<file path="src/hw/ums_defs.svh">
// register map, field positions and timing counts of the serial transceiver
// assumes inclusion by bare name from the design files
`ifndef UMS_DEFS_SVH
`define UMS_DEFS_SVH
// ****************************************
// register offsets (byte addresses)
// ****************************************
`define UMS_MR_OFS     8'h00
`define UMS_MAN_OFS    8'h04
`define UMS_CR_OFS     8'h08
`define UMS_SR_OFS     8'h0c
`define UMS_THR_OFS    8'h10
`define UMS_RHR_OFS    8'h14
`define UMS_NER_OFS    8'h18
`define UMS_BRG_OFS    8'h1c
// ****************************************
// field positions
// ****************************************
`define UMS_MR_W       7
`define UMS_MAN_PL_LO  0
`define UMS_MAN_PL_HI  3
`define UMS_MAN_PP_LO  8
`define UMS_MAN_PP_HI  9
`define UMS_MAN_MPOL   12
`define UMS_CR_TXEN    0
`define UMS_CR_RXEN    1
`define UMS_CR_RSTSTA  2
`define UMS_SR_TXRDY   0
`define UMS_SR_RECEIVE_READY_FLAG   1
`define UMS_SR_PARITY_ERROR_FLAG    2
`define UMS_SR_TXBUSY  3
`define UMS_THR_SYNC   8
// ****************************************
// timing in oversample ticks and bit counts
// ****************************************
`define UMS_TICK_LAST  4'hf
`define UMS_HALF       4'h8
`define UMS_MID        4'h7
`define UMS_IR_PULSE   4'h3
`define UMS_DATA_LAST  4'h7
`define UMS_SYNC_LAST  4'h2
`define UMS_GUARD_LAST 4'h1
`define UMS_GUARD_NACK 4'h2
`define UMS_RX_PAR     4'h9
`define UMS_RX_DATA_HI 4'h8
`define UMS_ERR_MAX    8'hff
`endif

</file>
<file path="src/hw/ums_pkg.sv">
// types of the serial transceiver
// assumes nothing beyond a SystemVerilog compiler
package ums_pkg;
  typedef enum logic [1:0] {UMS_MANCH, UMS_SCARD, UMS_IRDA, UMS_RSVD} ums_line_mode_t;
  typedef enum logic [2:0] {TX_IDLE, TX_PRE, TX_DELIM, TX_DATA, TX_PAR, TX_STOP, TX_GUARD} ums_tx_st_t;
  typedef enum logic [1:0] {RX_IDLE, RX_BITS, RX_GUARD} ums_rx_st_t;
  typedef struct packed {
    logic       varsync;
    logic       sync_type_select;
    logic       single_bit_delimiter;
    logic       nack_inhibit;
    logic       inv;
    logic [1:0] mode;
  } ums_mode_t;
endpackage

</file>
<file path="src/hw/ums_usart.sv">
// serial transceiver: manchester framing, smart-card t=0, infrared rzi
// assumes an apb master on pclk and open-drain resolution of the io line outside
//
// Our own choices: the register offsets and the APB slave port.
`timescale 1ns/10ps
`include "ums_defs.svh"
module ums_usart #(
  parameter int CDW = 16
) (
  input  wire logic        pclk,
  input  wire logic        presetn,
  input  wire logic        psel,
  input  wire logic        penable,
  input  wire logic        pwrite,
  input  wire logic [7:0]  paddr,
  input  wire logic [31:0] pwdata,
  output logic      [31:0] prdata,
  output logic             pready,
  output logic             pslverr,
  output logic             txd_out,
  input  wire logic        io_in,
  output logic             io_out,
  output logic             io_oe
);
  // ****************************************
  // apb access and registers
  // ****************************************
  ums_pkg::ums_mode_t      mode_reg;
  ums_pkg::ums_line_mode_t lmode;
  ums_pkg::ums_tx_st_t     tx_st;
  ums_pkg::ums_rx_st_t     rx_st;
  logic [3:0]     man_pl;
  logic [1:0]     man_pp;
  logic           man_mpol;
  logic           txen_reg, rxen_reg;
  logic [CDW-1:0] cd_reg, div_cnt;
  logic [7:0]     thr_reg, rhr_reg, err_cnt;
  logic           thr_sync, thr_vld, receive_ready_flag_reg, parity_error_flag_reg;
  logic [31:0]    rd_val;
  logic           acc, wr, rd, mapped, tick;

  function automatic logic hit(input logic [7:0] a, input logic [7:0] ofs);
    return a == ofs;
  endfunction

  assign acc     = psel & penable;
  assign wr      = acc & pwrite;
  assign rd      = acc & ~pwrite;
  assign lmode   = ums_pkg::ums_line_mode_t'(mode_reg.mode);
  assign mapped  = hit(paddr, `UMS_MR_OFS) | hit(paddr, `UMS_MAN_OFS) | hit(paddr, `UMS_CR_OFS) |
                   hit(paddr, `UMS_SR_OFS) | hit(paddr, `UMS_THR_OFS) | hit(paddr, `UMS_RHR_OFS) |
                   hit(paddr, `UMS_NER_OFS) | hit(paddr, `UMS_BRG_OFS);
  assign pready  = 1'b1;
  assign pslverr = acc & ~mapped;
  assign io_out  = 1'b0;

  always_comb begin
    rd_val = '0;
    if (hit(paddr, `UMS_MR_OFS)) rd_val[`UMS_MR_W-1:0] = mode_reg;
    if (hit(paddr, `UMS_MAN_OFS)) begin
      rd_val[`UMS_MAN_PL_HI:`UMS_MAN_PL_LO] = man_pl;
      rd_val[`UMS_MAN_PP_HI:`UMS_MAN_PP_LO] = man_pp;
      rd_val[`UMS_MAN_MPOL] = man_mpol;
    end
    if (hit(paddr, `UMS_CR_OFS)) begin
      rd_val[`UMS_CR_TXEN] = txen_reg;
      rd_val[`UMS_CR_RXEN] = rxen_reg;
    end
    if (hit(paddr, `UMS_SR_OFS)) begin
      rd_val[`UMS_SR_TXRDY]  = ~thr_vld;
      rd_val[`UMS_SR_RECEIVE_READY_FLAG]  = receive_ready_flag_reg;
      rd_val[`UMS_SR_PARITY_ERROR_FLAG]   = parity_error_flag_reg;
      rd_val[`UMS_SR_TXBUSY] = tx_st != ums_pkg::TX_IDLE;
    end
    if (hit(paddr, `UMS_RHR_OFS)) rd_val[7:0] = rhr_reg;
    if (hit(paddr, `UMS_NER_OFS)) rd_val[7:0] = err_cnt;
    if (hit(paddr, `UMS_BRG_OFS)) rd_val[CDW-1:0] = cd_reg;
  end

  // read data captured in setup so it stands through the access phase
  always_ff @(posedge pclk or negedge presetn) begin
    if (!presetn) prdata <= '0;
    else if (psel & ~penable & ~pwrite) prdata <= rd_val;
  end

  always_ff @(posedge pclk or negedge presetn) begin
    if (!presetn) begin
      mode_reg <= '0;
      man_pl   <= '0;
      man_pp   <= '0;
      man_mpol <= 1'b0;
      txen_reg <= 1'b0;
      rxen_reg <= 1'b0;
      cd_reg   <= '0;
    end else if (wr) begin
      if (hit(paddr, `UMS_MR_OFS)) mode_reg <= pwdata[`UMS_MR_W-1:0];
      if (hit(paddr, `UMS_MAN_OFS)) begin
        man_pl   <= pwdata[`UMS_MAN_PL_HI:`UMS_MAN_PL_LO];
        man_pp   <= pwdata[`UMS_MAN_PP_HI:`UMS_MAN_PP_LO];
        man_mpol <= pwdata[`UMS_MAN_MPOL];
      end
      if (hit(paddr, `UMS_CR_OFS)) begin
        txen_reg <= pwdata[`UMS_CR_TXEN];
        rxen_reg <= pwdata[`UMS_CR_RXEN];
      end
      if (hit(paddr, `UMS_BRG_OFS)) cd_reg <= pwdata[CDW-1:0];
    end
  end

  // ****************************************
  // oversample tick: sixteen per bit time
  // ****************************************
  always_ff @(posedge pclk or negedge presetn) begin
    if (!presetn) div_cnt <= '0;
    else if (cd_reg == '0 || tick) div_cnt <= '0;
    else div_cnt <= div_cnt + 1'b1;
  end
  assign tick = (cd_reg != '0) && (div_cnt == cd_reg - 1'b1);

  // ****************************************
  // transmitter
  // ****************************************
  logic [3:0] sub, tbit, tlast;
  logic [7:0] tsh;
  logic       tsync, tpar, nack_seen, start, bit_end, line_lv, tx_drv, cmd_lv, rx_nack;

  function automatic logic pre_bit(input logic [1:0] pp, input logic [3:0] i);
    case (pp)
      2'h0:    return 1'b1;
      2'h1:    return 1'b0;
      2'h2:    return ~i[0];
      default: return i[0];
    endcase
  endfunction

  function automatic logic mb(input logic b, input logic pol, input logic [3:0] s);
    return (s < `UMS_HALF) ? (b ^ pol) : ~(b ^ pol);
  endfunction

  assign start   = (tx_st == ums_pkg::TX_IDLE) && tick && thr_vld && txen_reg && lmode != ums_pkg::UMS_RSVD;
  assign bit_end = tick && (sub == `UMS_TICK_LAST);
  assign cmd_lv  = (tbit == 4'h0) || (tbit == 4'h1 && sub < `UMS_HALF);

  always_comb begin
    unique case (tx_st)
      ums_pkg::TX_PRE:   tlast = man_pl - 4'h1;
      ums_pkg::TX_DELIM: tlast = (lmode == ums_pkg::UMS_MANCH && !mode_reg.single_bit_delimiter) ? `UMS_SYNC_LAST : 4'h0;
      ums_pkg::TX_DATA:  tlast = `UMS_DATA_LAST;
      ums_pkg::TX_GUARD: tlast = nack_seen ? `UMS_GUARD_NACK : `UMS_GUARD_LAST;
      default:           tlast = 4'h0;
    endcase
  end

  always_ff @(posedge pclk or negedge presetn) begin
    if (!presetn) begin
      tx_st <= ums_pkg::TX_IDLE;
      sub   <= '0;
      tbit  <= '0;
      tsh   <= '0;
      tsync <= 1'b0;
      tpar  <= 1'b0;
    end else if (start) begin
      tx_st <= (lmode == ums_pkg::UMS_MANCH && man_pl != 4'h0) ? ums_pkg::TX_PRE : ums_pkg::TX_DELIM;
      sub   <= '0;
      tbit  <= '0;
      tsh   <= thr_reg;
      tsync <= mode_reg.varsync ? thr_sync : mode_reg.sync_type_select;
      tpar  <= ^(thr_reg ^ {8{mode_reg.inv}});
    end else if (tick && tx_st != ums_pkg::TX_IDLE) begin
      sub <= sub + 4'h1;
      if (bit_end) begin
        tbit <= (tbit == tlast) ? 4'h0 : tbit + 4'h1;
        if (tx_st == ums_pkg::TX_DATA) tsh <= tsh >> 1;
        if (tbit == tlast) begin
          unique case (tx_st)
            ums_pkg::TX_PRE:   tx_st <= ums_pkg::TX_DELIM;
            ums_pkg::TX_DELIM: tx_st <= ums_pkg::TX_DATA;
            ums_pkg::TX_DATA:  tx_st <= (lmode == ums_pkg::UMS_MANCH) ? ums_pkg::TX_IDLE :
                                        (lmode == ums_pkg::UMS_SCARD) ? ums_pkg::TX_PAR : ums_pkg::TX_STOP;
            ums_pkg::TX_PAR:   tx_st <= ums_pkg::TX_GUARD;
            default:           tx_st <= ums_pkg::TX_IDLE;
          endcase
        end
      end
    end
  end

  // guard sampled mid first bit: a nack stretches the character by one bit
  always_ff @(posedge pclk or negedge presetn) begin
    if (!presetn) nack_seen <= 1'b0;
    else if (start) nack_seen <= 1'b0;
    else if (tx_st == ums_pkg::TX_GUARD && tick && sub == `UMS_MID && tbit == 4'h0 && !io_in) nack_seen <= 1'b1;
  end

  always_comb begin
    line_lv = 1'b1;
    unique case (tx_st)
      ums_pkg::TX_PRE:   line_lv = mb(pre_bit(man_pp, tbit), man_mpol, sub);
      ums_pkg::TX_DELIM:
        if (lmode != ums_pkg::UMS_MANCH) line_lv = 1'b0;
        else if (mode_reg.single_bit_delimiter) line_lv = mb(1'b0, man_mpol, sub);
        else line_lv = tsync ? cmd_lv : ~cmd_lv;
      ums_pkg::TX_DATA:
        if (lmode == ums_pkg::UMS_MANCH) line_lv = mb(tsh[0], man_mpol, sub);
        else if (lmode == ums_pkg::UMS_SCARD) line_lv = tsh[0] ^ mode_reg.inv;
        else line_lv = tsh[0];
      ums_pkg::TX_PAR:   line_lv = tpar;
      default:           line_lv = 1'b1;
    endcase
  end

  assign tx_drv = (lmode == ums_pkg::UMS_SCARD) && !line_lv;

  always_ff @(posedge pclk or negedge presetn) begin
    if (!presetn) begin
      txd_out <= 1'b1;
      io_oe   <= 1'b0;
    end else begin
      if (lmode == ums_pkg::UMS_IRDA) txd_out <= !line_lv && sub < `UMS_IR_PULSE;
      else txd_out <= (lmode == ums_pkg::UMS_SCARD) ? 1'b1 : line_lv;
      io_oe <= tx_drv | rx_nack;
    end
  end

  always_ff @(posedge pclk or negedge presetn) begin
    if (!presetn) begin
      thr_reg  <= '0;
      thr_sync <= 1'b0;
      thr_vld  <= 1'b0;
    end else if (wr && hit(paddr, `UMS_THR_OFS)) begin
      thr_reg  <= pwdata[7:0];
      thr_sync <= pwdata[`UMS_THR_SYNC];
      thr_vld  <= 1'b1;
    end else if (start) thr_vld <= 1'b0;
  end

  // ****************************************
  // smart-card receiver
  // ****************************************
  logic [3:0] rsub, rbit;
  logic [7:0] rsh;
  logic       rpar, rerr, ev, perr, store, ner_rd;

  assign ev      = (rx_st == ums_pkg::RX_BITS) && tick && rsub == `UMS_MID && rbit == `UMS_RX_PAR;
  assign perr    = rpar ^ io_in;
  assign store   = ev && (!perr || mode_reg.nack_inhibit);
  assign rx_nack = (rx_st == ums_pkg::RX_GUARD) && rbit == 4'h0 && rerr;
  assign ner_rd  = rd && hit(paddr, `UMS_NER_OFS);

  always_ff @(posedge pclk or negedge presetn) begin
    if (!presetn) begin
      rx_st <= ums_pkg::RX_IDLE;
      rsub  <= '0;
      rbit  <= '0;
      rsh   <= '0;
      rpar  <= 1'b0;
      rerr  <= 1'b0;
    end else if (tick) begin
      unique case (rx_st)
        ums_pkg::RX_IDLE:
          if (rxen_reg && lmode == ums_pkg::UMS_SCARD && !io_in) begin
            rx_st <= ums_pkg::RX_BITS;
            rsub  <= '0;
            rbit  <= '0;
            rpar  <= 1'b0;
            rerr  <= 1'b0;
          end
        ums_pkg::RX_BITS: begin
          rsub <= rsub + 4'h1;
          if (rsub == `UMS_MID && rbit != 4'h0) begin
            rpar <= rpar ^ io_in;
            if (rbit <= `UMS_RX_DATA_HI) rsh <= {io_in ^ mode_reg.inv, rsh[7:1]};
          end
          if (ev) rerr <= perr && !mode_reg.nack_inhibit;
          if (rsub == `UMS_TICK_LAST) begin
            rbit <= (rbit == `UMS_RX_PAR) ? 4'h0 : rbit + 4'h1;
            if (rbit == `UMS_RX_PAR) rx_st <= ums_pkg::RX_GUARD;
          end
        end
        ums_pkg::RX_GUARD: begin
          rsub <= rsub + 4'h1;
          if (rsub == `UMS_TICK_LAST) begin
            rbit <= rbit + 4'h1;
            if (rbit == `UMS_GUARD_LAST) rx_st <= ums_pkg::RX_IDLE;
          end
        end
        default: rx_st <= ums_pkg::RX_IDLE;
      endcase
    end
  end

  always_ff @(posedge pclk or negedge presetn) begin
    if (!presetn) rhr_reg <= '0;
    else if (store) rhr_reg <= rsh;
  end

  // set wins over read or write clear
  always_ff @(posedge pclk or negedge presetn) begin
    if (!presetn) receive_ready_flag_reg <= 1'b0;
    else if (store) receive_ready_flag_reg <= 1'b1;
    else if (rd && hit(paddr, `UMS_RHR_OFS)) receive_ready_flag_reg <= 1'b0;
  end

  always_ff @(posedge pclk or negedge presetn) begin
    if (!presetn) parity_error_flag_reg <= 1'b0;
    else if (ev && perr && !mode_reg.nack_inhibit) parity_error_flag_reg <= 1'b1;
    else if (wr && hit(paddr, `UMS_CR_OFS) && pwdata[`UMS_CR_RSTSTA]) parity_error_flag_reg <= 1'b0;
  end

  always_ff @(posedge pclk or negedge presetn) begin
    if (!presetn) err_cnt <= '0;
    else if (ner_rd) err_cnt <= {7'h00, ev && perr};
    else if (ev && perr && err_cnt != `UMS_ERR_MAX) err_cnt <= err_cnt + 8'h01;
  end
endmodule // ums_usart

</file>
<file path="config.mk">
export PLATFORM = sky130hd
export DESIGN_NAME = ums_usart
export DESIGN_NICKNAME = d
export VERILOG_FILES = /design/src/hw/ums_pkg.sv /design/src/hw/ums_usart.sv
export VERILOG_INCLUDE_DIRS = /design/src /design/src/hw
export SDC_FILE = /design/constraint.sdc
export NUM_CORES = 1
export LEC_CHECK = 0
export BUFFER_PORTS_ARGS = -buffer_cell sky130_fd_sc_hd__buf_2
export CORE_MARGIN = 5
export CORE_UTILIZATION = 45
export CTS_CLUSTER_DIAMETER = 120
export DETAILED_ROUTE_END_ITERATION = 8
export GPL_ROUTABILITY_DRIVEN = 0
export PLACE_DENSITY = 0.65
export SLEW_MARGIN = 30
export SYNTH_ARGS = -nofsm -noshare
export SYNTH_HDL_FRONTEND = slang
export SYNTH_SLANG_ARGS = --single-unit
</file>
<file path="constraint.sdc">
create_clock -name pclk -period 6.95 [get_ports pclk]
set_input_delay 0.3475 -clock pclk [delete_from_list [all_inputs] [get_ports pclk]]
set_output_delay 0.3475 -clock pclk [all_outputs]
set_load 0.02 [all_outputs]
</file>
Yosys cells after proc, flatten, opt, wreduce, memory -nomap -nowiden:

Cells that the tools add are included.

* logic and storage cells: 266
* output and inout bits: 37
* bits in registers: 136

* reduce and logical (&&, ||, !) cells: 82
* $add $sub $neg: 8
* equal/unequal tests: 36
* $lt $le $gt $ge: 3
* bitwise operators: 29
* mux-type cells: 72

Operators with widths (number)
* $mux 8: 8
* $mux 4: 12
* $logic_and 1x1->1: 34
* $eq 8x5->1 const B: 4
* $mux 16: 2
* $mux 1: 25
* $reduce_bool 2->1: 12
* $mux 2: 10
* $add 16x1->16 const B: 1
* $add 4x1->4 const B: 4
* $eq 16x16->1: 1
* $eq 8x4->1 const B: 2
* $logic_not 16->1: 1
* $pmux 4 s4: 1
* $reduce_bool 16->1: 1
* $sub 16x1->16 const B: 1
* $mux 3: 5
* $eq 4x4->1 const B: 3
* $pmux 3 s4: 1
* $pmux 4 s3: 1
* $reduce_and 4->1: 3
* $ne 2x1->1 const B: 5
* $reduce_and 2->1: 5
* $not 1->1: 9
* other kinds (39): 79

Depth between registers and ports, before layout:

Gate-level depths: netlist of run 1.

* depth in word-level cells: 11
* mapped depth: 12

Worst setup path before layout of run 1:

Ideal clock, no wire load.

* path type: register -> register
* start: register cd_reg[0]
* end: register rhr_reg[0]
* required time: 6.825 ns
* period minus slack after synthesis: 3.186 ns
* path slack: 3.764 ns
* library setup time: 0.125 ns
* stages on the path, launching flop included: 10
* data arrival time: 3.061 ns
* cells stage by stage: dfrtp_1 inv_1 ha_1 nor4b_2 nand2_1 or2_1 a311oi_1 nand3_1 nor4_4 mux2_2

* cells in the longest elaborated chain, start to end: 7
* elaborated cells between the ends (all ways): 8
* those cells by class: 1 x add/sub; 1 x eq/ne; 6 x reduce/logical

RTL lines
* start, declared: line ums_usart.sv:36 `logic [CDW-1:0] cd_reg, div_cnt;`
* start signal, assigned: line ums_usart.sv:106 `` if (hit(paddr, `UMS_BRG_OFS)) cd_reg <= pwdata[CDW-1:0]; ``
* $sub 16x1->16: line ums_usart.sv:118 `assign tick = (cd_reg != '0) && (div_cnt == cd_reg - 1'b1);`
* $eq 16x16->1: line ums_usart.sv:118
* $logic_and 1x1->1 (*): line ums_usart.sv:118
* $logic_and 1x1->1 (*): line ums_usart.sv:244 `` assign ev = (rx_st == ums_pkg::RX_BITS) && tick && rsub == `UMS_MID && rbit == `UMS_RX_PAR; ``
* $logic_and 1x1->1 (no line) (*) (2 in a row)
* $logic_and 1x1->1 (*): line ums_usart.sv:246 `assign store = ev && (!perr || mode_reg.nack_inhibit);`
* end signal, assigned: line ums_usart.sv:294 `else if (store) rhr_reg <= rsh;`
* end, declared: line ums_usart.sv:37 `logic [7:0] thr_reg, rhr_reg, err_cnt;`

Every way passes the cells marked *; elsewhere a longest branch is shown, timed or not.
A chain may end at the register's enable or synchronous reset.

Final worst setup path of run 1:

* start: register cd_reg[0]
* end: register tsh[5]

* cells in the longest elaborated chain, start to end: 9
* elaborated cells between the ends (all ways): 15
* those cells by class: 1 x add/sub; 1 x eq/ne; 1 x mux; 12 x reduce/logical

RTL lines
* $sub 16x1->16: line ums_usart.sv:118
* $eq 16x16->1: line ums_usart.sv:118
* $logic_and 1x1->1 (*): line ums_usart.sv:118
* $logic_and 1x1->1 (4 in a row): line ums_usart.sv:140 `assign start = (tx_st == ums_pkg::TX_IDLE) && tick && thr_vld && txen_reg && lmode != ums_pkg::UMS_RSVD;`
* $reduce_bool 2->1 (no line)
* $reduce_and 3->1 (no line)
* end signal, assigned: line ums_usart.sv:166 `tsh <= thr_reg;`
* end signal, assigned: line ums_usart.sv:173 `if (tx_st == ums_pkg::TX_DATA) tsh <= tsh >> 1;`
* end, declared: line ums_usart.sv:124 `logic [7:0] tsh;`

Marks and branches as above.

==> flow_metrics.tcl, run 1 <==
set metrics [dict create \
    status "finished clean" \
    clkTransAtPathRegs_ns 0.06 \
    fin_cells 1113 \
    track_usage_pct 20.4 \
    yosysTopAreaCellShare_pct 42.0 \
    drive_gt1_share_pct 18.9 \
    viasPerCell 5.81 \
    period_needed_ns 4.12 \
    maxSlewHeadroom_pct 35.8 \
    fin_nets 934 \
    worst-setup-path-type "reg2reg" \
    clk_path_buf_depth 2 \
    required_ns 7.25 \
    grt_max_degree 90 \
    grt_pass1_wl_um 32900 \
    yosys_register_bits 136 \
    num_rows 49 \
    die-width_um 144 \
    finalHoldViolations 0 \
    place_hpwl_um 14700 \
    io_buffers 48 \
    areaGrowthSynthToFinish_pct 12.1 \
    htreeDepth 4 \
    fin_skew_ns 0.0124 \
    ir_drop_mv 0.223 \
    initial_core_util_pct 45.3 \
    first_iter_violations 533 \
    setup_viol 0 \
    synth_cells 836 \
    end_kind "flop" \
    worstPathMaxFanout 24 \
    pwr-share-clk_pct 50.5 \
    fmax_ghz 0.243 \
    avgSynthCellArea_sq_um 9.63 \
    die_area_sq_um 20700 \
    p_per_area_nw_per_um2 203 \
    routedWlPerCell_um 18.5 \
    synth_edf_count 0 \
    yosysTopAreaCell "dfrtp_1" \
    io_pins 83 \
    switching_share_pct 23.4 \
    antenna_left 0 \
    rsz0062_at_grt "false" \
    die_height_um 144 \
    p_leak_nw 4.13 \
    critPathLaunchType "flop" \
    cts.sinks 136 \
    grt_pass1_vias 6150 \
    cts_setup_buffers 0 \
    synth-main-ff-cell "dfrtp_1" \
    final_util_pct 50.8 \
    fin_crit_sh_pct 59.2 \
    vias 6464 \
    dr.pass1.iters 6 \
    hold_slack_ns 0.00748 \
    ys_seq_area_share_pct 42.3 \
    antenna_found_initial 0 \
    p_switching_w 0.000429 \
    drv_cap 0 \
    combPwrFrac_pct 5.1 \
    ys_types 75 \
    maxSlewViolCount 0 \
    tightest_slew_ns 0.959 \
    grt-ovfl-total 0 \
    power.internal_w 0.00141 \
    ys_warn_count 0 \
    netlist_top_cells_area "dfrtp_1, mux2_2, nand2_1, nor2_1, nand3_1" \
    fp.coreArea_sq_um 17800 \
    synth_area_sq_um 8050 \
    seq_power_share_pct 44.3 \
    timing.setup.tns_ns 0 \
    drt_wl_total_um 20600 \
    post_cts_resized 0 \
    hp-class "in2async" \
    cp.arrival_ns 4.42 \
    cts_buffers 17 \
    worstSkewPairLatency_ns 0.43 \
    synthArstFlopShare_pct 100 \
    total_power_w 0.00183 \
    placedCellCount 1081 \
    cts_tree "done" \
    holdBufCountCts 0 \
    route.detailed.drc 0 \
    diodes 0 \
    ctsRootBufferMaster "clkbuf_16" \
]
kinds of logic (layout without fill, tap and decap cells):
family | after synthesis | count (layout) | share of synthesized area (%)
xor+xnor | 48 | 48 | 5.41
fa+ha+maj | 17 | 17 | 2.64
other cells | 2 | 18 | 0.0933
flops | 136 | 136 | 42.3
simple gates | 321 | 321 | 20.7
compound gates | 143 | 143 | 12.1
mux | 80 | 80 | 11.6
buf+inv | 89 | 121 | 5.16
cells in the mapped netlist, types with 7 or more instances:
master,number
mux2_4,7
dfrtp_1,135
nand4_1,11
o21ai_0,36
o211ai_1,12
xnor2_1,26
nor4_1,10
o41ai_1,7
nor2_1,66
nor2b_1,9
or4_1,11
nand2_1,78
or3_1,11
a21oi_1,20
nand3b_1,9
and3_1,10
inv_1,32
mux2i_1,15
a31oi_1,9
mux2_2,56
nand3_1,49
clkbuf_1,31
nand2b_1,12
a211oi_1,7
nor3_1,20
buf_4,19
ha_1,17
xor2_1,21
cell type report:
cell class / count / area [sq um]
Fill cell: 1631 / 8750
Multi-Input combinational cell: 627 / 4300
Sequential cell: 136 / 3400
Clock buffer: 21 / 450
Timing Repair Buffer: 56 / 307
Tap cell: 229 / 287
Clock inverter: 11 / 150
Inverter: 33 / 124
worst max-delay path: stages, from the launching register on:
cell	delay, ns
dfrtp_1	0.43
inv_1	0.12
ha_1	0.27
nor4b_2	0.63
nand2_1	0.11
or4_4	0.44
mux2i_4	0.22
nand3_2	0.46
or4_1	0.93
mux2_4	0.39
final timing paths:
kind | from | end | slack [ns] | cells past startpoint
min reg2reg | prdata[14]$_DFFE_PN0P_ | prdata[14]$_DFFE_PN0P_ | 0.46 | 2
max in group asynchronous | presetn | prdata[10]$_DFFE_PN0P_ | 5.81 | 2
max | cd_reg[0]$_DFFE_PN0P_ | tsh[5]$_DFFE_PN0P_ | 2.83 | 9
min | presetn | rbit[1]$_DFFE_PN0P_ | 0.007 | 1
min in group pclk | pwdata[10] | cd_reg[10]$_DFFE_PN0P_ | 0.15 | 2
max reg2reg | cd_reg[0]$_DFFE_PN0P_ | tsh[5]$_DFFE_PN0P_ | 2.83 | 9
through the flow:
step	setup WS (ns)	cell area, sq um
6_report	2.83	9030
5_1_grt	2.56	9030
3_3_place_gp	2.97	8420
3_5_place_dp	2.87	8430
4_1_cts	2.85	9030
2_1_floorplan	3.76	8110
power groups by stage:
stage	clock network, W	registers (W)	logic (W)
final	0.000927	0.000813	0.0000940
after global routing	0.000979	0.000814	0.000104
after CTS	0.000942	0.000813	0.0000951
after detailed placement	0	0.000828	0.0000947
after global placement	0	0.000828	0.0000940
after floorplan	0	0.000829	0.0000535
layer usage:
| metal | up-vias | share of wire [%] | track usage, % |
|---|---|---|---|
| li1 | 3055 | - | - |
| met4 | 0 | 2.3 | 7.83 |
| met1 | 3187 | 46 | 28.1 |
| met3 | 35 | 4.7 | 3.73 |
| met2 | 187 | 47 | 32.0 |
| met5 | - | 0 | 0 |
cell usage in the layout, fill, tap and decap left out, drive strengths merged, types with 9 or more instances in the layout:
master	n
dfrtp	135
buf	56
nand3b	9
and3	10
nor2b	9
nor3	20
o21ai	37
nand3	50
a31oi	9
inv	33
conb	18
nand4	11
nand2	78
nor2	66
xor2	21
or4	12
xnor2	26
ha	17
nand2b	12
mux2i	16
or3	11
o211ai	12
nor4	13
clkbuf	21
mux2	63
a21oi	20
Note: power is estimated with default switching activity, not from simulation.
==> inputs of run 2 (changes only) <==
--- a/config.mk
+++ b/config.mk
@@ -12,7 +12,7 @@
 export CTS_CLUSTER_DIAMETER = 120
 export DETAILED_ROUTE_END_ITERATION = 8
 export GPL_ROUTABILITY_DRIVEN = 0
-export PLACE_DENSITY = 0.65
+export PLACE_DENSITY = 0.67
 export SLEW_MARGIN = 30
 export SYNTH_ARGS = -nofsm -noshare
 export SYNTH_HDL_FRONTEND = slang
==> constraint.sdc (replaced) <==
create_clock -name pclk -period 3.35 [get_ports pclk]
set_input_delay 0.1675 -clock pclk [delete_from_list [all_inputs] [get_ports pclk]]
set_output_delay 0.1675 -clock pclk [all_outputs]
set_load 0.02 [all_outputs]
==> flow_metrics.tcl, run 2 (same netlist as run 1, synthesis figures left out) <==
set metrics [dict create \
    die_area_sq_um 20700 \
    status "finished clean" \
    die_height_um 144 \
    diodes 0 \
    io_pins 83 \
    period_needed_ns 3.22 \
    fp.coreArea_sq_um 17800 \
    total_power_w 0.00368 \
    min-delay-start "pwdata[8]" \
    track_usage_pct 21.0 \
    cts_buffers 17 \
    fin_nets 977 \
    grt-ovfl-total 0 \
    place_hpwl_um 15500 \
    fmax_ghz 0.310 \
    end_kind "flop" \
    holdPathEnd "cd_reg[8]$_DFFE_PN0P_" \
    power.internal_w 0.00272 \
    hp-class "in2reg" \
    seq_power_share_pct 45.8 \
    grt-busiest-layer "met2" \
    ff2ff_setup_slack_ns 0.13 \
    grt_use_met1_pct 28.3 \
    clkTransAtPathRegs_ns 0.06 \
    p_switching_w 0.000960 \
    worstSkewPairLatency_ns 0.43 \
    route.detailed.drc 0 \
    grt_pass1_wl_um 33900 \
    viasPerCell 5.77 \
    critPathLaunchType "flop" \
    p_per_area_nw_per_um2 392 \
    crit_top_cell "or4_1" \
    num_rows 49 \
    combPwrFrac_pct 5.9 \
    cpMaxStageDelayCell "or4_1" \
    cts_tree "done" \
    ctsRootBufferMaster "clkbuf_16" \
    grt_max_degree 74 \
    rr_endpoint "tsh[1]$_DFFE_PN0P_" \
    path_cells "or4_1 > or2_1 > or4_4 > mux2i_4 > nand3_4 > or4_1 > buf_4 > mux2_4" \
    drt_wl_total_um 21400 \
    final_util_pct 52.8 \
    drv_cap 0 \
    most-common-layout-cells "dfrtp_1, nand2_1, nor2_1" \
    fin_cells 1156 \
    clk_path_buf_depth 2 \
    areaGrowthSynthToFinish_pct 16.5 \
    final_common_cell "dfrtp_1" \
    fin_crit_sh_pct 96.2 \
    timing.setup.tns_ns 0 \
    worstPathMaxFanout 8 \
    drive_gt1_share_pct 22.4 \
    routedWlPerCell_um 18.5 \
    antenna_left 0 \
    maxSlewHeadroom_pct 39.7 \
    cp.arrival_ns 3.53 \
    gr-usage-met2_pct 34.1 \
    io_buffers 48 \
    tightest_slew_ns 0.900 \
    pwr-share-clk_pct 48.3 \
    cts_setup_buffers 0 \
    ff2ff_path_depth 8 \
    setup_viol 0 \
    required_ns 3.66 \
    initial_core_util_pct 45.3 \
    placedCellCount 1115 \
    maxSlewViolCount 0 \
    switching_share_pct 26.1 \
    htreeDepth 4 \
    slowest_delay_ns 0.54 \
    p_leak_nw 4.32 \
    worst-setup-path-type "reg2reg" \
    grt_pass1_vias 6392 \
    ir_drop_mv 0.354 \
    first_iter_violations 588 \
    fin_skew_ns 0.00882 \
    whs_path_depth 3 \
    finalHoldViolations 0 \
    cts.sinks 136 \
    die-width_um 144 \
    vias 6669 \
    antenna_found_initial 0 \
    r2r-start "cd_reg[9]$_DFFE_PN0P_" \
    grt_use_met3_pct 3.46 \
    dr.pass1.iters 6 \
]
run 2: changes by cell type in the layout (fill, tap and decap cells not counted), sizes merged:
| cell | before | now |
|---|---|---|
| buf | 56 | 90 |
| dlygate4sd3 | 0 | 9 |
| inv | 33 | 40 |
| bufinv | 3 | 0 |
| clkbuf | 21 | 19 |
| clkinv | 6 | 4 |
run 2: critical path: cells and delay by family (launching register included):
family	cells	cell delay (ns)
flip-flops	1	0.37
AND/OR/NAND/NOR	5	1.99
multiplexers	2	0.54
buffers and inverters	1	0.20
run 2: per-layer routing:
| metal | vias up | part of all wire (%) |
|---|---|---|
| met1 | 3306 | 44 |
| met3 | 32 | 5.5 |
| met2 | 201 | 48 |
| li1 | 3130 | - |
| met4 | 0 | 2.4 |
| met5 | - | 0 |
run 2: repair_timing:
action | 4_1_cts | 5_1_grt
setup endpoints to repair | 0 | 28
gates resized for setup | 0 | 8
hold buffers | 9 | 0
hold endpoints to repair | 71 | 0
run 2: layout make-up:
type	count	area, sq um
fillers	1632	8400
multi-input cells	627	4350
flip-flops and latches	136	3400
repair buffers	99	668
clock buffers	19	443
well taps	229	287
inverters	33	124
clock inverters	13	110
run 2: worst max-delay path by stage:
stage | depth (start not counted) | to | slack [ns] | start
finish | 8 | tsh[1]$_DFFE_PN0P_ | 0.13 | cd_reg[9]$_DFFE_PN0P_
global route | 11 | tsh[2]$_DFFE_PN0P_ | -0.02 | cd_reg[1]$_DFFE_PN0P_
CTS | 10 | rx_st[0]$_DFFE_PN0P_ | 0.05 | cd_reg[1]$_DFFE_PN0P_
global placement | 8 | rx_st[0]$_DFFE_PN0P_ | 0.14 | cd_reg[9]$_DFFE_PN0P_
floorplan | 9 | rhr_reg[0]$_DFFE_PN0P_ | 0.16 | cd_reg[0]$_DFFE_PN0P_
detailed placement | 10 | rx_st[0]$_DFFE_PN0P_ | 0.07 | cd_reg[1]$_DFFE_PN0P_
run 2: metrics by stage:
stage / hold slack [ns] / cell area (sq um) / setup slack, ns
6_report: 0.0107 / 9380 / 0.128
4_1_cts: 0.00251 / 9340 / 0.0539
5_1_grt: 0.0123 / 9380 / -0.0231
3_5_place_dp: 0.223 / 8690 / 0.0721
3_3_place_gp: 0.218 / 8690 / 0.141
2_1_floorplan: -0.128 / 8110 / 0.164
run 2: power groups by stage:
stage | Sequential (W) | Clock, W | Combinational (W)
6_report | 0.00169 | 0.00178 | 0.000217
5_1_grt | 0.00169 | 0.00186 | 0.000239
4_1_cts | 0.00169 | 0.00180 | 0.000217
3_5_place_dp | 0.00171 | 0 | 0.000208
3_3_place_gp | 0.00172 | 0 | 0.000205
2_1_floorplan | 0.00172 | 0 | 0.000111
==> inputs of run 3 (changes only) <==
--- a/config.mk
+++ b/config.mk
@@ -7,7 +7,7 @@
 export NUM_CORES = 1
 export LEC_CHECK = 0
 export BUFFER_PORTS_ARGS = -buffer_cell sky130_fd_sc_hd__buf_2
-export CORE_MARGIN = 5
+export CORE_MARGIN = 2
 export CORE_UTILIZATION = 45
 export CTS_CLUSTER_DIAMETER = 120
 export DETAILED_ROUTE_END_ITERATION = 8
==> flow_metrics.tcl, run 3 (same netlist as run 1, synthesis figures left out) <==
set metrics [dict create \
    grt-busiest-layer "met2" \
    p_switching_w 0.000946 \
    drv_cap 0 \
    grt-ovfl-total 0 \
    die_height_um 138 \
    initial_core_util_pct 46.2 \
    route.detailed.drc 0 \
    routedWlPerCell_um 18.0 \
    io_pins 83 \
    fmax_ghz 0.306 \
    fp.coreArea_sq_um 17400 \
    ir_drop_mv 0.351 \
    antenna_left 0 \
    dpl_cell_area_sq_um 8700 \
    p_leak_nw 4.33 \
    switching_share_pct 25.7 \
    cp.arrival_ns 3.58 \
    clkTransAtPathRegs_ns 0.07 \
    final_common_cell "dfrtp_1" \
    cts_buffers 17 \
    p_per_area_nw_per_um2 393 \
    drt_wl_total_um 20800 \
    htreeDepth 4 \
    end_kind "flop" \
    required_ns 3.66 \
    viasPerCell 5.73 \
    ff2ff_path_depth 8 \
    grt_max_degree 82 \
    maxSlewHeadroom_pct 47.0 \
    seq_power_share_pct 45.7 \
    areaGrowthSynthToFinish_pct 16.6 \
    post-place-ws_ns 0.120 \
    gr-usage-met2_pct 36.7 \
    total_power_w 0.00369 \
    most-common-layout-cells "dfrtp_1, nand2_1, nor2_1" \
    num_rows 48 \
    ctsRootBufferMaster "clkbuf_16" \
    track_usage_pct 23.1 \
    pwr-share-clk_pct 48.5 \
    setup_viol 0 \
    dr.pass1.iters 6 \
    whs_path_depth 2 \
    finalHoldViolations 0 \
    fin_ws_ns 0.0837 \
    vias 6615 \
    worstSkewPairLatency_ns 0.43 \
    grt_use_met3_pct 4.53 \
    cts.sinks 136 \
    status "finished clean" \
    fin_crit_sh_pct 97.5 \
    r2r-start "cd_reg[9]$_DFFE_PN0P_" \
    combPwrFrac_pct 5.8 \
    antenna_found_initial 0 \
    cts_tree "done" \
    fin_nets 979 \
    worstPathMaxFanout 15 \
    drive_gt1_share_pct 22.4 \
    grt_pass1_vias 6371 \
    clk_path_buf_depth 2 \
    period_needed_ns 3.27 \
    ff2ff_setup_slack_ns 0.08 \
    rsz0062_at_grt "true" \
    io_buffers 48 \
    grt_use_met1_pct 31.3 \
    critPathLaunchType "flop" \
    grt_pass1_wl_um 33600 \
    diodes 0 \
    fin_skew_ns 0.00898 \
    hp-class "in2reg" \
    min-delay-start "pwdata[8]" \
    worst-setup-path-type "reg2reg" \
    die-width_um 138 \
    rr_endpoint "rx_st[0]$_DFFE_PN0P_" \
    maxSlewViolCount 0 \
    die_area_sq_um 19000 \
    cts_setup_buffers 0 \
    stdcell_area_sq_um 9390 \
    holdPathEnd "man_pp[0]$_DFFE_PN0P_" \
    first_iter_violations 501 \
    place_hpwl_um 14900 \
    fillCellCount 1540 \
    tightest_slew_ns 0.795 \
    power.internal_w 0.00274 \
]
## run 3: layer usage
metal	wire length, um	vias to the layer above
met5	0	-
met4	501	0
met3	1160	38
met2	9800	219
met1	9350	3204
li1	-	3154
## run 3: what timing repair did
action | CTS | global route
hold endpoints to repair | 89 | 0
hold buffers | 9 | 0
resized for setup | 0 | 5
setup endpoints to repair | 0 | 24
## run 3: cell type report
class                           count  area (sq um)  area share, %
Tap cell                          225           282           3.00
Inverter                           33           124           1.32
Multi-Input combinational cell    627          4330           46.1
Sequential cell                   136          3400           36.3
Clock inverter                     13           114           1.21
Timing Repair Buffer              101           679           7.24
Clock buffer                       19           453           4.83
## run 3: power groups by stage
stage | Clock, W | Combinational, W | Sequential (W)
after floorplan | 0 | 0.000111 | 0.00172
after global placement | 0 | 0.000203 | 0.00171
after detailed placement | 0 | 0.000205 | 0.00171
after CTS | 0.00183 | 0.000214 | 0.00168
after global routing | 0.00190 | 0.000239 | 0.00169
final | 0.00179 | 0.000214 | 0.00169
## run 3: stage by stage
stage | utilization (%) | setup TNS [ns] | std cells | hold WS, ns
after floorplan | - | 0 | 852 | -0.128
after global placement | 49.9 | 0 | 1113 | 0.277
after detailed placement | 49.9 | 0 | 1113 | 0.273
after CTS | 53.7 | 0 | 1154 | 0.0141
after global routing | 53.9 | -0.0232 | 1154 | 0.0172
final | 53.9 | 0 | 1154 | 0.0308
## run 3: how the worst max path moves through the flow
stage / startpoint / to / slack, ns / cells past startpoint
after floorplan: cd_reg[0]$_DFFE_PN0P_ / rhr_reg[0]$_DFFE_PN0P_ / 0.16 / 9
after global placement: cd_reg[9]$_DFFE_PN0P_ / rx_st[0]$_DFFE_PN0P_ / 0.12 / 8
after detailed placement: cd_reg[9]$_DFFE_PN0P_ / rx_st[0]$_DFFE_PN0P_ / 0.12 / 8
after CTS: cd_reg[9]$_DFFE_PN0P_ / rx_st[0]$_DFFE_PN0P_ / 0.08 / 8
after global routing: cd_reg[9]$_DFFE_PN0P_ / rx_st[0]$_DFFE_PN0P_ / -0.02 / 8
final: cd_reg[9]$_DFFE_PN0P_ / rx_st[0]$_DFFE_PN0P_ / 0.08 / 8
## run 3: critical path, stage by stage (launching register included)
cell	delay (ns)
dfrtp_1	0.38
or4_1	0.55
or2_4	0.27
or4_4	0.49
mux2i_4	0.24
nand3_4	0.14
buf_4	0.21
or4_1	0.57
mux2_2	0.30
